File: src/logic/sspdb_regs.vh
// Purpose: Register map and field positions of the serial buffer block
// Assumes: Byte addresses on a 32-bit Avalon-MM slave
// Notes: Definitions only
`ifndef SSPDB_REGS_VH
`define SSPDB_REGS_VH

// ==========================================================
// Offsets
`define SSPDB_ADDR_W 8
`define SSPDB_OFS_LINE_CTL 8'h2c
`define SSPDB_OFS_TX_WORD 8'h30
`define SSPDB_OFS_RX_WORD 8'h34
`define SSPDB_OFS_BUF_CTL 8'h38
`define SSPDB_OFS_BUF_STS 8'h3c
`define SSPDB_OFS_IRQ_STS 8'h40
`define SSPDB_OFS_IRQ_CLR 8'h44
`define SSPDB_OFS_IRQ_EN 8'h48

// ==========================================================
// Buffer control fields
`define SSPDB_BC_RX_RST 17
`define SSPDB_BC_TX_RST 16
`define SSPDB_BC_RX_CLR 15
`define SSPDB_BC_RX_OV_IE 14
`define SSPDB_BC_TX_CLR 7
`define SSPDB_BC_TX_UDR_IE 6

// ==========================================================
// Buffer status fields
`define SSPDB_BS_TX_UDR 11
`define SSPDB_BS_TX_FULL 9
`define SSPDB_BS_TX_EMPTY 8
`define SSPDB_BS_RX_OV 3
`define SSPDB_BS_RX_FULL 1
`define SSPDB_BS_RX_EMPTY 0

// ==========================================================
// Line control, interrupt layout, widths and resets
`define SSPDB_LC_WLEN_HI 11
`define SSPDB_LC_WLEN_LO 8
`define SSPDB_IRQ_RX_OV 0
`define SSPDB_IRQ_TX_UDR 1
`define SSPDB_WORD_W 16
`define SSPDB_WLEN_FULL 5'h10
`define SSPDB_WLEN_MIN 4'h4
`define SSPDB_RST_WLEN 4'h0
`define SSPDB_RST_IRQ_EN 2'h0
`define SSPDB_ZERO32 32'h00000000
`define SSPDB_ZERO16 16'h0000

`endif

File: src/logic/sspdb_shreg.v
// Purpose: 16-bit load and shift register for one data path
// Assumes: Clear has priority over load, load over shift
// Notes: Shifts left, new bit enters at bit 0
`timescale 1ns/100ps
`default_nettype none

`include "sspdb_regs.vh"

module sspdb_shreg (
   // Clock and reset
   input wire core_clk_in,
   input wire srst_in,
   // Control
   input wire clr_in,
   input wire load_in,
   input wire shift_in,
   // Data
   input wire [`SSPDB_WORD_W-1:0] load_val_in,
   input wire din_in,
   output reg [`SSPDB_WORD_W-1:0] q_out
);

   // ==========================================================
   // Shift register
   always @(posedge core_clk_in) begin
      if (srst_in || clr_in) begin
         q_out <= `SSPDB_ZERO16;
      end else if (load_in) begin
         q_out <= load_val_in;
      end else if (shift_in) begin
         q_out <= {q_out[`SSPDB_WORD_W-2:0], din_in};
      end
   end

endmodule // sspdb_shreg
`default_nettype wire

File: src/logic/sspdb_sync.v
// Purpose: Two-flop synchroniser for one pin
// Assumes: Synchronous active-high reset
// Notes: Only the second flop is read outside
`timescale 1ns/100ps
`default_nettype none

module sspdb_sync #(
   parameter RST_VAL = 1'b0
) (
   // Clock and reset
   input wire core_clk_in,
   input wire srst_in,
   // Pin and result
   input wire d_in,
   output reg q_out
);

   reg meta;

   // ==========================================================
   // Two stages
   always @(posedge core_clk_in) begin
      if (srst_in) begin
         meta <= RST_VAL;
         q_out <= RST_VAL;
      end else begin
         meta <= d_in;
         q_out <= meta;
      end
   end

endmodule // sspdb_sync
`default_nettype wire

File: src/logic/sspdb_top.v
// Purpose: Transmit and receive data buffers with buffer control, SPI slave
// Assumes: Avalon-MM slave with waitrequest, SPI mode 0, MSB first
// Notes:
// Summary of operation
// RULE1: Transmit word register write-only, low sixteen bits
// RULE2: Software checks transmit empty before writing
// RULE3: Receive word register shows receive buffer
// RULE4: Receive reset clears receive path entirely; the code leaves the overrun flag as it is
// RULE5: Transmit reset clears transmit path entirely; the code leaves the under-run flag as it is
// RULE6: Reset and clear bits self-clear after one cycle
// RULE7: Receive clear empties receive buffer
// RULE8: Transmit clear empties transmit buffer
// RULE9: Use clears only when buffer idle
// RULE10: Overrun enable gates overrun interrupt
// RULE11: Under-run enable gates under-run interrupt
// RULE12: Buffer control at 0x38, resets zero
// RULE13: Overrun flag sets, interrupts, write-one clears
// RULE14: Under-run flag sets and interrupts
// RULE15: Transmit empty reads one when buffer free
// RULE16: Words right-aligned in both buffers
// RULE17: Reserved bits read zero, ignore writes
//
// Implementation choice: the Avalon-MM register port.
`timescale 1ns/100ps
`default_nettype none

`include "sspdb_regs.vh"

module sspdb_top (
   // Clock and reset
   input wire core_clk_in,
   input wire srst_in,
   // Avalon-MM slave
   input wire [`SSPDB_ADDR_W-1:0] avs_address_in,
   input wire avs_read_in,
   input wire avs_write_in,
   input wire [31:0] avs_writedata_in,
   input wire [3:0] avs_byteenable_in,
   output reg [31:0] avs_readdata_out,
   output reg avs_waitrequest_out,
   // SPI link
   input wire spi_clk_in,
   input wire spi_sel_n_in,
   input wire spi_mosi_in,
   output reg spi_miso_out,
   output reg spi_miso_oe_out,
   // Interrupt
   output reg irq_out
);

   // ==========================================================
   // Local states
   localparam ST_IDLE = 1'b0;
   localparam ST_XFER = 1'b1;

   // ==========================================================
   // Declarations
   wire sclk_s;
   wire sel_n_s;
   wire mosi_s;
   reg sclk_d;
   reg sel_n_d;
   wire sclk_rise;
   wire sclk_fall;
   wire frame_start;

   reg state;
   reg [4:0] bit_cnt;
   reg reload_pend;

   reg [`SSPDB_WORD_W-1:0] tx_buf;
   reg tx_full;
   reg [`SSPDB_WORD_W-1:0] rx_buf;
   reg rx_full;
   reg rx_ov_flag;
   reg tx_udr_flag;

   reg rx_rst_bit;
   reg tx_rst_bit;
   reg rx_clr_bit;
   reg tx_clr_bit;
   reg rx_ov_ie;
   reg tx_udr_ie;
   reg [3:0] wlen_sel;
   reg [1:0] irq_en;
   reg rd_pop_ok;

   wire [`SSPDB_WORD_W-1:0] tx_q;
   wire [`SSPDB_WORD_W-1:0] rx_q;
   wire [4:0] wlen;
   wire [4:0] wlen_m1;
   wire [16:0] one_sh;
   wire [16:0] mask_w;
   wire [`SSPDB_WORD_W-1:0] rx_word;

   wire xfer;
   wire rx_shift;
   wire word_done;
   wire tx_load;
   wire tx_shift;
   wire [`SSPDB_WORD_W-1:0] tx_load_val;
   wire udr_evt;
   wire ov_evt;
   wire rx_path_rst;
   wire tx_path_rst;

   wire acc;
   wire wr;
   wire rd;
   wire [3:0] be;
   wire [31:0] wdata;
   wire wr_tx;
   wire wr_bc;
   wire wr_bs;
   wire wr_lc;
   wire wr_iclr;
   wire wr_ien;
   wire clr_ov;
   wire clr_udr;
   wire [1:0] flags;
   reg [31:0] next_readdata;

   // ==========================================================
   // Link input synchronisers
   sspdb_sync #(.RST_VAL(1'b0)) u_sync_clk (
      .core_clk_in(core_clk_in),
      .srst_in(srst_in),
      .d_in(spi_clk_in),
      .q_out(sclk_s)
   );

   sspdb_sync #(.RST_VAL(1'b1)) u_sync_sel (
      .core_clk_in(core_clk_in),
      .srst_in(srst_in),
      .d_in(spi_sel_n_in),
      .q_out(sel_n_s)
   );

   sspdb_sync #(.RST_VAL(1'b0)) u_sync_mosi (
      .core_clk_in(core_clk_in),
      .srst_in(srst_in),
      .d_in(spi_mosi_in),
      .q_out(mosi_s)
   );

   always @(posedge core_clk_in) begin
      if (srst_in) begin
         sclk_d <= 1'b0;
         sel_n_d <= 1'b1;
      end else begin
         sclk_d <= sclk_s;
         sel_n_d <= sel_n_s;
      end
   end

   assign sclk_rise = sclk_s & ~sclk_d;
   assign sclk_fall = ~sclk_s & sclk_d;
   assign frame_start = sel_n_d & ~sel_n_s;

   // ==========================================================
   // Word length, right-aligned data
   assign wlen = (wlen_sel < `SSPDB_WLEN_MIN) ? `SSPDB_WLEN_FULL :
                 {1'b0, wlen_sel};
   assign wlen_m1 = wlen - 5'h01;
   assign one_sh = 17'h00001 << wlen;
   assign mask_w = one_sh - 17'h00001;
   assign rx_word = {rx_q[`SSPDB_WORD_W-2:0], mosi_s} &
                    mask_w[`SSPDB_WORD_W-1:0]; // RULE16

   // ==========================================================
   // Path resets and clears
   assign rx_path_rst = rx_rst_bit; // RULE4
   assign tx_path_rst = tx_rst_bit; // RULE5

   // ==========================================================
   // Frame control
   assign xfer = (state == ST_XFER) & ~sel_n_s;
   assign rx_shift = xfer & sclk_rise;
   assign word_done = rx_shift & (bit_cnt == wlen_m1);
   assign tx_load = (frame_start & ~tx_path_rst) |
                    (xfer & sclk_fall & reload_pend);
   assign tx_shift = xfer & sclk_fall & ~reload_pend;
   assign tx_load_val = tx_full ? tx_buf : `SSPDB_ZERO16;
   assign udr_evt = tx_load & ~tx_full & ~tx_clr_bit; // RULE14
   assign ov_evt = word_done & rx_full & ~rx_path_rst; // RULE13

   always @(posedge core_clk_in) begin
      if (srst_in || rx_path_rst || tx_path_rst) begin // RULE4 RULE5
         state <= ST_IDLE;
         bit_cnt <= 5'h00;
         reload_pend <= 1'b0;
      end else begin
         case (state)
            ST_IDLE: begin
               if (frame_start) begin
                  state <= ST_XFER;
                  bit_cnt <= 5'h00;
                  reload_pend <= 1'b0;
               end
            end
            ST_XFER: begin
               if (sel_n_s) begin
                  state <= ST_IDLE;
                  reload_pend <= 1'b0;
               end else begin
                  if (word_done) begin
                     bit_cnt <= 5'h00;
                     reload_pend <= 1'b1;
                  end else if (rx_shift) begin
                     bit_cnt <= bit_cnt + 5'h01;
                  end
                  if (tx_load) begin
                     reload_pend <= 1'b0;
                  end
               end
            end
            default: begin
               state <= ST_IDLE;
            end
         endcase
      end
   end

   // ==========================================================
   // Shift registers
   sspdb_shreg u_tx_shreg (
      .core_clk_in(core_clk_in),
      .srst_in(srst_in),
      .clr_in(tx_path_rst),
      .load_in(tx_load),
      .shift_in(tx_shift),
      .load_val_in(tx_load_val),
      .din_in(1'b0),
      .q_out(tx_q)
   );

   sspdb_shreg u_rx_shreg (
      .core_clk_in(core_clk_in),
      .srst_in(srst_in),
      .clr_in(rx_path_rst),
      .load_in(1'b0),
      .shift_in(rx_shift),
      .load_val_in(`SSPDB_ZERO16),
      .din_in(mosi_s),
      .q_out(rx_q)
   );

   always @(posedge core_clk_in) begin
      if (srst_in) begin
         spi_miso_out <= 1'b0;
         spi_miso_oe_out <= 1'b0;
      end else begin
         spi_miso_out <= tx_q[wlen_m1[3:0]];
         spi_miso_oe_out <= ~sel_n_s;
      end
   end

   // ==========================================================
   // Avalon-MM handshake
   assign acc = (avs_read_in | avs_write_in) & ~avs_waitrequest_out;
   assign wr = avs_write_in & acc;
   assign rd = avs_read_in & acc;
   assign be = avs_byteenable_in;
   assign wdata = avs_writedata_in;
   assign wr_tx = wr & (avs_address_in == `SSPDB_OFS_TX_WORD);
   assign wr_bc = wr & (avs_address_in == `SSPDB_OFS_BUF_CTL);
   assign wr_bs = wr & (avs_address_in == `SSPDB_OFS_BUF_STS);
   assign wr_lc = wr & (avs_address_in == `SSPDB_OFS_LINE_CTL);
   assign wr_iclr = wr & (avs_address_in == `SSPDB_OFS_IRQ_CLR);
   assign wr_ien = wr & (avs_address_in == `SSPDB_OFS_IRQ_EN);

   always @(posedge core_clk_in) begin
      if (srst_in) begin
         avs_waitrequest_out <= 1'b1;
         avs_readdata_out <= `SSPDB_ZERO32;
         rd_pop_ok <= 1'b0;
      end else begin
         if ((avs_read_in | avs_write_in) && avs_waitrequest_out) begin
            avs_waitrequest_out <= 1'b0;
            avs_readdata_out <= next_readdata;
            rd_pop_ok <= avs_read_in & rx_full &
                         (avs_address_in == `SSPDB_OFS_RX_WORD);
         end else begin
            avs_waitrequest_out <= 1'b1;
            rd_pop_ok <= 1'b0;
         end
      end
   end

   // ==========================================================
   // Read multiplexer
   assign flags = {tx_udr_flag, rx_ov_flag};

   always @* begin
      next_readdata = `SSPDB_ZERO32; // RULE17
      case (avs_address_in)
         `SSPDB_OFS_TX_WORD: begin
            next_readdata = `SSPDB_ZERO32; // RULE1
         end
         `SSPDB_OFS_RX_WORD: begin
            next_readdata[`SSPDB_WORD_W-1:0] = rx_buf; // RULE3
         end
         `SSPDB_OFS_BUF_CTL: begin // RULE12
            next_readdata[`SSPDB_BC_RX_RST] = rx_rst_bit;
            next_readdata[`SSPDB_BC_TX_RST] = tx_rst_bit;
            next_readdata[`SSPDB_BC_RX_CLR] = rx_clr_bit;
            next_readdata[`SSPDB_BC_RX_OV_IE] = rx_ov_ie;
            next_readdata[`SSPDB_BC_TX_CLR] = tx_clr_bit;
            next_readdata[`SSPDB_BC_TX_UDR_IE] = tx_udr_ie;
         end
         `SSPDB_OFS_BUF_STS: begin
            next_readdata[`SSPDB_BS_TX_UDR] = tx_udr_flag;
            next_readdata[`SSPDB_BS_TX_FULL] = tx_full;
            next_readdata[`SSPDB_BS_TX_EMPTY] = ~tx_full; // RULE15
            next_readdata[`SSPDB_BS_RX_OV] = rx_ov_flag;
            next_readdata[`SSPDB_BS_RX_FULL] = rx_full;
            next_readdata[`SSPDB_BS_RX_EMPTY] = ~rx_full;
         end
         `SSPDB_OFS_LINE_CTL: begin
            next_readdata[`SSPDB_LC_WLEN_HI:`SSPDB_LC_WLEN_LO] = wlen_sel;
         end
         `SSPDB_OFS_IRQ_STS: begin
            next_readdata[1:0] = flags;
         end
         `SSPDB_OFS_IRQ_EN: begin
            next_readdata[1:0] = irq_en;
         end
         default: begin
            next_readdata = `SSPDB_ZERO32;
         end
      endcase
   end

   // ==========================================================
   // Control and configuration registers
   always @(posedge core_clk_in) begin
      if (srst_in) begin // RULE12
         rx_rst_bit <= 1'b0;
         tx_rst_bit <= 1'b0;
         rx_clr_bit <= 1'b0;
         tx_clr_bit <= 1'b0;
         rx_ov_ie <= 1'b0;
         tx_udr_ie <= 1'b0;
         wlen_sel <= `SSPDB_RST_WLEN;
         irq_en <= `SSPDB_RST_IRQ_EN;
      end else begin
         rx_rst_bit <= wr_bc & be[`SSPDB_BC_RX_RST/8] &
                       wdata[`SSPDB_BC_RX_RST]; // RULE6
         tx_rst_bit <= wr_bc & be[`SSPDB_BC_TX_RST/8] &
                       wdata[`SSPDB_BC_TX_RST]; // RULE6
         rx_clr_bit <= wr_bc & be[`SSPDB_BC_RX_CLR/8] &
                       wdata[`SSPDB_BC_RX_CLR]; // RULE6
         tx_clr_bit <= wr_bc & be[`SSPDB_BC_TX_CLR/8] &
                       wdata[`SSPDB_BC_TX_CLR]; // RULE6
         if (wr_bc && be[`SSPDB_BC_RX_OV_IE/8]) begin
            rx_ov_ie <= wdata[`SSPDB_BC_RX_OV_IE]; // RULE10
         end
         if (wr_bc && be[`SSPDB_BC_TX_UDR_IE/8]) begin
            tx_udr_ie <= wdata[`SSPDB_BC_TX_UDR_IE]; // RULE11
         end
         if (wr_lc && be[`SSPDB_LC_WLEN_LO/8]) begin
            wlen_sel <= wdata[`SSPDB_LC_WLEN_HI:`SSPDB_LC_WLEN_LO];
         end
         if (wr_ien && be[0]) begin
            irq_en <= wdata[1:0];
         end
      end
   end

   // ==========================================================
   // Transmit buffer
   always @(posedge core_clk_in) begin
      if (srst_in || tx_path_rst || tx_clr_bit) begin // RULE5 RULE8
         tx_buf <= `SSPDB_ZERO16;
         tx_full <= 1'b0;
      end else begin
         if (tx_load) begin
            tx_full <= 1'b0;
         end
         if (wr_tx && (be[0] || be[1])) begin // RULE1
            if (be[0]) begin
               tx_buf[7:0] <= wdata[7:0];
            end
            if (be[1]) begin
               tx_buf[15:8] <= wdata[15:8];
            end
            tx_full <= 1'b1;
         end
      end
   end

   // ==========================================================
   // Receive buffer
   always @(posedge core_clk_in) begin
      if (srst_in || rx_path_rst || rx_clr_bit) begin // RULE4 RULE7
         rx_buf <= `SSPDB_ZERO16;
         rx_full <= 1'b0;
      end else begin
         if (rd && rd_pop_ok) begin
            rx_full <= 1'b0;
         end
         if (word_done && !rx_full) begin
            rx_buf <= rx_word; // RULE3 RULE16
            rx_full <= 1'b1;
         end
      end
   end

   // ==========================================================
   // Sticky event flags, set wins over clear
   assign clr_ov = (wr_bs & be[`SSPDB_BS_RX_OV/8] &
                    wdata[`SSPDB_BS_RX_OV]) |
                   (wr_iclr & be[0] & wdata[`SSPDB_IRQ_RX_OV]);
   assign clr_udr = (wr_bs & be[`SSPDB_BS_TX_UDR/8] &
                     wdata[`SSPDB_BS_TX_UDR]) |
                    (wr_iclr & be[0] & wdata[`SSPDB_IRQ_TX_UDR]);

   always @(posedge core_clk_in) begin
      if (srst_in) begin
         rx_ov_flag <= 1'b0;
         tx_udr_flag <= 1'b0;
      end else begin
         if (ov_evt) begin
            rx_ov_flag <= 1'b1; // RULE13
         end else if (clr_ov) begin
            rx_ov_flag <= 1'b0; // RULE13
         end
         if (udr_evt) begin
            tx_udr_flag <= 1'b1; // RULE14
         end else if (clr_udr) begin
            tx_udr_flag <= 1'b0;
         end
      end
   end

   // ==========================================================
   // Interrupt output
   always @(posedge core_clk_in) begin
      if (srst_in) begin
         irq_out <= 1'b0;
      end else begin
         irq_out <= (rx_ov_flag & rx_ov_ie &
                     irq_en[`SSPDB_IRQ_RX_OV]) | // RULE10
                    (tx_udr_flag & tx_udr_ie &
                     irq_en[`SSPDB_IRQ_TX_UDR]); // RULE11
      end
   end

endmodule // sspdb_top
`default_nettype wire

File: config.mk
export PLATFORM = sky130hd
export DESIGN_NAME = sspdb_top
export DESIGN_NICKNAME = d
export VERILOG_FILES = /design/src/logic/sspdb_shreg.v /design/src/logic/sspdb_sync.v /design/src/logic/sspdb_top.v
export VERILOG_INCLUDE_DIRS = /design/src /design/src/logic
export SDC_FILE = /design/constraint.sdc
export NUM_CORES = 1
export LEC_CHECK = 0
export ABC_AREA = 1
export BUFFER_PORTS_ARGS = -buffer_cell sky130_fd_sc_hd__buf_2
export CORE_UTILIZATION = 51
export CTS_CLUSTER_SIZE = 24
export DETAILED_ROUTE_END_ITERATION = 12
export PLACE_DENSITY = 0.76
export SYNTH_ARGS = -nofsm -noshare
export SYNTH_HDL_FRONTEND = slang
export SYNTH_SLANG_ARGS = --single-unit
File: constraint.sdc
create_clock -name core_clk_in -period 2.4 [get_ports core_clk_in]
set_input_delay 0.24 -clock core_clk_in [delete_from_list [all_inputs] [get_ports core_clk_in]]
set_output_delay 0.24 -clock core_clk_in [all_outputs]
set_load 0.005 [all_outputs]
==> run metrics, run 1 <==
outcome finished clean; largest net degree at the start of global routing 31; final net count 903; layout cells sized above 1 0.180; via count 5524; number of global-route vias before repair about 5200; register area share after synthesis 0.424; Setup WS pre-CTS -0.0113 ns; R2R Setup Slk 0.10 ns; WP data arrival approximately 2.7 ns; die width 106 um; largest family of logic cells by synthesized area simple AND/OR/NAND/NOR gates; element type at the critical path start register; GRT Total Usage 0.278; Worst Skew 0.00862 ns; post-synthesis async set-or-reset flop share 0; Placed Cells about 950; synth warn 0; EDFF count, synth 0; clock-pin slew on the worst setup and hold paths 0.06 ns; fin area 0.00678 mm^2; clk root buf clkbuf_8; antenna violations before repair 0; WS Path Type reg2reg; crit path max fanout 6; FMAX 435 MHz; IR drop worst, VDD 0.570 mV; final std cells w/o fill 995; drt drc 0; Rows 37; hold path start avs_byteenable_in[2]; number of synthesized register bits 117; setup ws final 0.100 ns; Synth Area in Adders 0.0136; GRT busiest layer met2; worst r2r src wlen_sel[3]; leading area contributor after synthesis dfxtp_1; most frequent cells after synthesis nand2_1, dfxtp_1, inv_1; met1 track demand over resource 0.340; Yosys top cell area share 0.424; Worst setup EP type register; P&R area growth vs syn 22.9%; port bufs 57; simple-gate share of the synthesized area 0.275; post-synthesis mux area share 0; hold endpoint tx_path_rst; dominant synthesized flop cell dfxtp_1; slew at the pin with the worst max-slew slack 0.755 ns; global-route wire length before repair 24500 um; CORE AREA about 0.010 mm^2; worst r2r path cells 16; PwrDens 725 mW/mm^2; HPWL after DPL about 11000 um; grt total ovfl 0; final hold vios 0; Die Ht approximately 110 um; fraction of the cycle the final worst path needs 0.958; wire per inst 15.6 um; DIE AREA about 0.011 mm^2; mapped cell area 0.00552 mm^2; CP required 2.84 ns; Period minus WS final 2.30 ns; Syn Inst Count 761; final WL 15500 um; Leak approximately 3.0 nW; total CTS buffers 17; synth unique cells between 40 and 50; n_diodes 0; top-count cell post-synth nand2_1; Vias/cell between 5 and 6; Post-Synth XOR/XNOR Area 0.00476; Hold Crit Class in2reg; Initial DRC Count 438; met3 Use GR 0.0582; CTS tree yes; H-tree levels 4; drt pass-1 iters 5; Placement Cell Area 0.00592 mm^2; max_cap viols 0; Area contributors post-synth dfxtp_1, nand2_1, nand3_1; Hold Path Stages 3; Slew HR 0.491; Routability Congestion 0.945; Reg-to-Reg End rx_buf[13]; final setup violation count 0; Sink Count between 100 and 150; post-synthesis compound-gate area fraction 0.169; ANT nets after route 0; Longest Clk Path Bufs 2; Worst-Skew Late Latency roughly 0.51 ns; met2 track demand over resource 0.467; IO Count 87; Initial Util 0.530; Slew Viols, Final 0; Avg Inst Size Synth 7.25 um^2
==> cell type report <==
type	instances	area [um^2]
well taps	136	170
repair inverters	1	5.00
multi-input cells	516	2650
clock buffers	21	449
clock inverters	11	174
fillers	895	3630
inverters	99	383
flip-flops and latches	117	2340
repair buffers	94	604
==> flip-flops by register name, indices dropped and copies added, names as in the netlist, 2 cells and up <==
signal / count
avs_readdata_out: 18
bit_cnt: 5
irq_en: 2
rx_buf: 16
tx_buf: 16
u_rx_shreg.q_out: 15
u_tx_shreg.q_out: 16
wlen_sel: 4
==> worst max path at each step <==
stage	start	to	slack [ns]	depth (start not counted)
final	wlen_sel[3]	rx_buf[13]	0.10	16
after floorplan	wlen_sel[3]	rx_buf[15]	0.005	16
after global placement	srst_in	tx_buf[6]	0.09	4
after detailed placement	srst_in	tx_buf[2]	-0.01	4
after global routing	wlen_sel[3]	rx_buf[13]	-0.04	16
after CTS	wlen_sel[2]	rx_buf[8]	0.03	15
==> kinds of logic after synthesis <==
| logic type | Yosys count |
|---|---|
| AO/OA/AOI/OAI | 163 |
| XOR/XNOR | 3 |
| adder cells (fa/ha/maj) | 6 |
| buffers and inverters | 141 |
| flip-flops | 117 |
| other | 1 |
| AND/OR/NAND/NOR | 330 |
==> where the power goes <==
group	internal, mW	total, mW	switching (mW)
Sequential	1.98	2.01	0.0251
Combinational	0.101	0.264	0.163
Clock	1.75	2.65	0.903
==> through the flow <==
step	hold WS (ns)	total power, mW	utilization	TNS (ns)
after global routing	0.0195	5.06	0.651	-0.0487
final	0.0134	4.92	0.651	0
after global placement	0.390	2.28	0.569	0
after detailed placement	0.395	2.29	0.569	-0.0165
after CTS	0.000301	4.94	0.639	0
after floorplan	0.344	2.21	-	0
==> layout by cell type, fill, tap and decap left out, types with 3 or more instances in the layout <==
master,netlist,routed
or2_1,3,3
inv_2,7,6
nand2_2,5,5
a31oi_1,3,3
nand3_1,81,80
buf_6,3,3
nor3_1,14,13
nor2_1,72,71
a22oi_1,6,6
bufinv_16,0,4
nand4_1,11,11
clkinv_4,0,3
nor3_2,4,5
conb_1,1,14
dlygate4sd3_1,0,12
buf_2,4,57
o221ai_1,5,5
nor2_4,3,3
ha_1,6,3
nand3_2,2,3
clkbuf_16,0,16
o21ai_0,56,55
dfxtp_1,117,115
buf_4,18,22
inv_1,91,90
o21ai_1,2,3
clkbuf_8,0,3
o211ai_1,14,14
or2_2,4,4
nand2_1,121,120
nor4_1,3,3
clkinvlp_4,0,4
xor2_1,3,3
a21oi_1,64,63
==> worst max-delay path: stages (launching register included) <==
cell and delay (ns):
dfxtp_2 0.33, inv_1 0.07, ha_4 0.17, inv_4 0.08, o21ai_4 0.07, ha_4 0.28
inv_1 0.05, nand2_1 0.06, nand3_1 0.07, nor2_1 0.13, nand2_2 0.11, nor2_4 0.13
nand4_4 0.18, buf_6 0.20, nor2_1 0.10, nand3_1 0.09, a21oi_1 0.14
==> routing by layer <==
metal,vias up,wire (um)
met4,0,382
met1,2614,6570
met5,-,0
met2,193,7660
met3,39,889
li1,2678,-
==> timing repair <==
action | CTS | global route
endpoints found under the setup margin | 0 | 38
setup buffers | 0 | 5
hold endpoints to repair | 11 | 1
resized for setup | 0 | 24
hold buffers | 11 | 1
Note: power is estimated with default switching activity, not from simulation.
==> inputs of run 2 (changes only) <==
--- a/config.mk
+++ b/config.mk
@@ -8,10 +8,11 @@
 export LEC_CHECK = 0
 export ABC_AREA = 1
 export BUFFER_PORTS_ARGS = -buffer_cell sky130_fd_sc_hd__buf_2
-export CORE_UTILIZATION = 51
+export CORE_UTILIZATION = 57
+export CTS_BUF_LIST = sky130_fd_sc_hd__clkbuf_8 sky130_fd_sc_hd__clkbuf_16
 export CTS_CLUSTER_SIZE = 24
 export DETAILED_ROUTE_END_ITERATION = 12
-export PLACE_DENSITY = 0.76
+export PLACE_DENSITY = 0.8
 export SYNTH_ARGS = -nofsm -noshare
 export SYNTH_HDL_FRONTEND = slang
 export SYNTH_SLANG_ARGS = --single-unit
==> constraint.sdc (replaced) <==
create_clock -name core_clk_in -period 2.5 [get_ports core_clk_in]
set_input_delay 0.25 -clock core_clk_in [delete_from_list [all_inputs] [get_ports core_clk_in]]
set_output_delay 0.25 -clock core_clk_in [all_outputs]
set_load 0.005 [all_outputs]
==> run 2 against run 1 <==
Sequential cell count did not move. Combinational power fell by 6%. Core utilization rose by 5.9 points. Global-route usage rose by 2.6 points. Total power fell by 11%. Via count rose by 0.11%. Highest routed layer unchanged.
==> run metrics, run 2 (synthesis results as in run 1) <==
IO Count 87; largest net degree at the start of global routing 31; max FFs per register 18; WP data arrival 2.76 ns; Initial Util 0.592; final core occ 0.710; worst r2r src wlen_sel[2]; Slew HR 0.476; hold endpoint tx_buf[4]; layout cells sized above 1 0.177; most common cell after layout, fill and taps aside nand2_1; Hold Path Stages 3; global-route wire length before repair around 24000 um; CORE AREA 0.00933 mm^2; Critical Path Start wlen_sel[2]; Die Ht 100 um; Fin Setup TNS 0 ns; final net count 898; hold path start avs_writedata_in[4]; outcome finished clean; crit path max fanout 8; max_cap viols 0; number of global-route vias before repair 5089; clk root buf clkbuf_8; Critical Path, Cell by Cell inv_1, ha_2, inv_2, o21ai_4, ha_4, inv_1, nand2_1, nand3_1, nor2_2, nand2_2, nor2_4, nand4_4, nor2_2, nand3_1, a21oi_1; drt pass-1 iters 5; H-tree levels 4; via count 5530; P&R area growth vs syn 19.9%; fraction of the cycle the final worst path needs 0.924; ANT nets after route 0; Hold Crit Class in2reg; final setup violation count 0; final hold vios 0; Rows 35; R2R Setup Slk 0.19 ns; Crit path largest cell delay 0.32 ns; Worst setup EP type register; element type at the critical path start register; antenna violations before repair 0; Longest Clk Path Bufs 2; HPWL after DPL ~11000 um; Slew Viols, Final 0; slew at the pin with the worst max-slew slack 0.778 ns; Period minus WS final between 2 and 2.5 ns; RSZ-0062 raised after global routing no; Sink Count ~120; n_diodes 0; Leak 2.91 nW; GRT Total Usage 0.303; DIE AREA 0.0101 mm^2; WS Path Type reg2reg; port bufs 57; Routability Congestion 0.980; final WL 15100 um; CTS tree yes; wire per inst 15.4 um; worst r2r path cells 15; CP max stage cell dfxtp_2; total CTS buffers 17; drt drc 0; IR drop worst, VDD 0.522 mV; Worst-Skew Late Latency 0.53 ns; Vias/cell 5.63; Reg-to-Reg End rx_buf[13]; PwrDens 659 mW/mm^2; clock-pin slew on the worst setup and hold paths 0.06 ns; grt total ovfl 0; Initial DRC Count 465; Worst Skew 0.00645 ns; most flop-heavy register avs_readdata_out; FMAX 433 MHz; CP required 2.95 ns; commonest cells after routing, fill and taps aside nand2_1, dfxtp_1, inv_1; die width 100 um
==> run 2: cell count changes in the layout (fill, tap and decap cells not counted), moves of 2 or more <==
cell	change
bufinv_16	-4
buf_6	-3
dlygate4sd3_1	-3
inv_6	+3
clkbuf_1	-2
clkbuf_8	-2
inv_8	+2
==> run 2: repair_timing <==
item / 4_1_cts / 5_1_grt
hold buffers: 8 / 1
gates resized for setup: 1 / 13
pin swaps: 0 / 3
buffers inserted: 0 / 5
endpoints found under the setup margin: 1 / 23
hold endpoints to repair: 8 / 1
cloned: 0 / 2
==> run 2: worst max path at each step <==
| stage | endpoint | slack (ns) |
|---|---|---|
| after detailed placement | rx_buf[8] | 0.03 |
| final | rx_buf[13] | 0.19 |
| after global routing | rx_buf[6] | 0.002 |
| after CTS | rx_buf[4] | 0.05 |
| after global placement | rx_buf[4] | 0.11 |
| after floorplan | rx_buf[15] | 0.07 |
==> run 2: where the power goes <==
part / switching [mW] / internal (mW)
clock: 0.948 / 1.24
combinational: 0.155 / 0.0943
sequential: 0.0243 / 1.90
==> run 2: through the flow <==
step                      instances  area, um^2  hold slack [ns]  total power [mW]  setup slack (ns)
after floorplan                 774        5570            0.354              2.12            0.0723
after global placement          935        5890            0.390              2.19             0.111
after detailed placement        935        5890            0.396              2.20            0.0286
after CTS                       975        6510         0.000327              4.37            0.0475
after global routing            983        6620         0.000376              4.50           0.00182
final                           983        6620          0.00626              4.37             0.189
==> run 2: worst max-delay path: cells and delay by family, from the launching register on <==
family,cells,cell delay [ns]
adders and majority gates,2,0.48
buffers and inverters,3,0.26
and+or+nand+nor,8,0.94
AOI/OAI and AO/OA,2,0.23
DFF,1,0.32
==> run 2: area by class of cell <==
type / count / area [um^2]
clock inverter: 15 / 124
clock buffer: 17 / 414
timing repair buffer: 88 / 541
inverter: 99 / 377
sequential: 117 / 2340
timing repair inverter: 1 / 5.00
multi-input combinational: 517 / 2660
tap: 129 / 161
fill: 757 / 2710
==> run 2: layer usage <==
layer  global-route usage  vias up  part of all wire
met1                0.380     2581              0.41
met4                0.123        0             0.030
met2                0.506      230              0.49
li1                     -     2672                 -
met3               0.0682       47             0.073
met5                    0        -                 0
==> inputs of run 3 (changes only) <==
==> constraint.sdc (replaced) <==
create_clock -name core_clk_in -period 2.5 [get_ports core_clk_in]
set_input_delay 0.375 -clock core_clk_in [delete_from_list [all_inputs] [get_ports core_clk_in]]
set_output_delay 0.375 -clock core_clk_in [all_outputs]
set_load 0.005 [all_outputs]
==> run 3 against run 2 <==
Clock power is 11% higher. Critical path depth stayed put. Routed wire length decreased by 1.1%. Worst setup slack got worse by 0.027 ns. Largest power group unchanged.
==> run metrics, run 3 (synthesis results as in run 1) <==
Longest Clk Path Bufs 2; most common cell after layout, fill and taps aside nand2_1; most flop-heavy register avs_readdata_out; buffers and inverters on the worst path 4; Rows 35; setup ws final 0.162 ns; Vias/cell 5.63; H-tree levels 4; layout cells sized above 1 0.172; Leak 2.87 nW; RSZ-0062 raised after global routing yes; worst r2r path cells 15; IR drop worst, VDD 0.549 mV; ANT nets after route 0; overall power 4.61 mW; final WL 15000 um; fin area 0.00656 mm^2; Hold Crit Class in2reg; clock-pin slew on the worst setup and hold paths approximately 0.060 ns; CP required a little under 3 ns; total CTS buffers 17; Largest delay share family, worst path simple AND/OR/NAND/NOR gates; final setup violation count 0; antenna violations before repair 0; Placement Cell Area 0.00588 mm^2; Critical Path, Cell by Cell inv_1, ha_1, inv_2, nand2_2, ha_4, inv_1, nand2_1, nand3_1, nor2_2, nand2_2, nor2_4, buf_4, nand4_2, o21ai_0, a21oi_1; Crit path largest cell delay about 0.33 ns; wire per inst 15.4 um; Setup WS pre-CTS 0.0120 ns; FF+latch area about 0.0023 mm^2; clk root buf clkbuf_8; Hold Path Stages 2; HPWL after DPL 10500 um; Initial Util 0.592; drt pass-1 iters 5; drt drc 0; slew at the pin with the worst max-slew slack 0.772 ns; DIE AREA 0.0101 mm^2; element type at the critical path start register; P&R area growth vs syn 18.9%; Worst Skew 0.00629 ns; CORE AREA 0.00933 mm^2; Worst-Skew Late Latency 0.52 ns; Slew HR 0.480; outcome finished clean; grt total ovfl 0; Period minus WS final 2.34 ns; max_cap viols 0; final hold vios 0; GRT Total Usage 0.306; # fillers around 780; Worst setup EP type register; max FFs per register 18; crit path max fanout 5; WS Path Type reg2reg; IO Count 87; FMAX 428 MHz; Sink Count 117; PwrDens roughly 700 mW/mm^2; WP data arrival 2.75 ns; Routability Congestion 0.981; port bufs 57; die width between 100 and 150 um; global-route wire length before repair between 20000 and 25000 um; Die Ht ~100 um; Crit path depth 15; area occupied by multi-input gates 0.00263 mm^2; final net count 888; CP max stage cell dfxtp_1; commonest cells after routing, fill and taps aside nand2_1, dfxtp_1, inv_1; via count 5477; largest net degree at the start of global routing 31; number of global-route vias before repair 5041; Initial DRC Count ~460; CTS tree yes; n_diodes 0; Slew Viols, Final 0; fraction of the cycle the final worst path needs 0.935
-- run 3: cell types whose count changed in the layout (fill, tap and decap cells not counted), sizes merged --
| cell | before | now |
|---|---|---|
| bufinv | 0 | 3 |
| clkinv | 8 | 7 |
| clkinvlp | 4 | 5 |
| dlygate4sd3 | 9 | 0 |
| inv | 103 | 99 |
-- run 3: power breakdown --
group | switching, mW | internal [mW]
clock network | 0.920 | 1.52
logic | 0.152 | 0.0851
registers | 0.0257 | 1.90
total | 1.10 | 3.51
-- run 3: path summary, 6_finish.rpt --
kind | from | endpoint | slack [ns]
setup / recovery | wlen_sel[2] | rx_buf[7] | 0.16
hold / removal | spi_sel_n_in | u_sync_sel.meta | 0.03
setup reg to reg | wlen_sel[2] | rx_buf[7] | 0.16
hold reg to reg | u_sync_clk.meta | u_sync_clk.q_out | 0.41
-- run 3: timing repair --
| item | 4_1_cts | 5_1_grt |
|---|---|---|
| buffers inserted | 0 | 6 |
| hold buffers | 0 | 0 |
| pin swaps | 0 | 1 |
| resized for setup | 1 | 6 |
| endpoints found under the setup margin | 3 | 21 |
| cloned | 0 | 1 |
-- run 3: metal layers --
metal  vias to the layer above  wire [um]  global-route usage
li1                       2650          -                   -
met1                      2528       6330               0.372
met2                       248       7120               0.506
met3                        51        999              0.0724
met4                         0        541               0.154
met5                         -          0                   0
-- run 3: final cells by class --
type,count,area share
well taps,129,0.0246
inverters,99,0.0574
flip-flops and latches,117,0.357
clock buffers,17,0.0631
multi-input cells,517,0.401
clock inverters,15,0.0276
repair buffers,79,0.0692
-- run 3: stage by stage --
stage,setup TNS (ns),hold slack [ns],utilization,std cells
5_1_grt,-0.139,0.0223,0.704,973
3_3_place_gp,0,0.390,0.631,934
3_5_place_dp,0,0.399,0.631,934
2_1_floorplan,0,0.388,-,774
6_report,0,0.0312,0.704,973
4_1_cts,0,0.0217,0.695,966
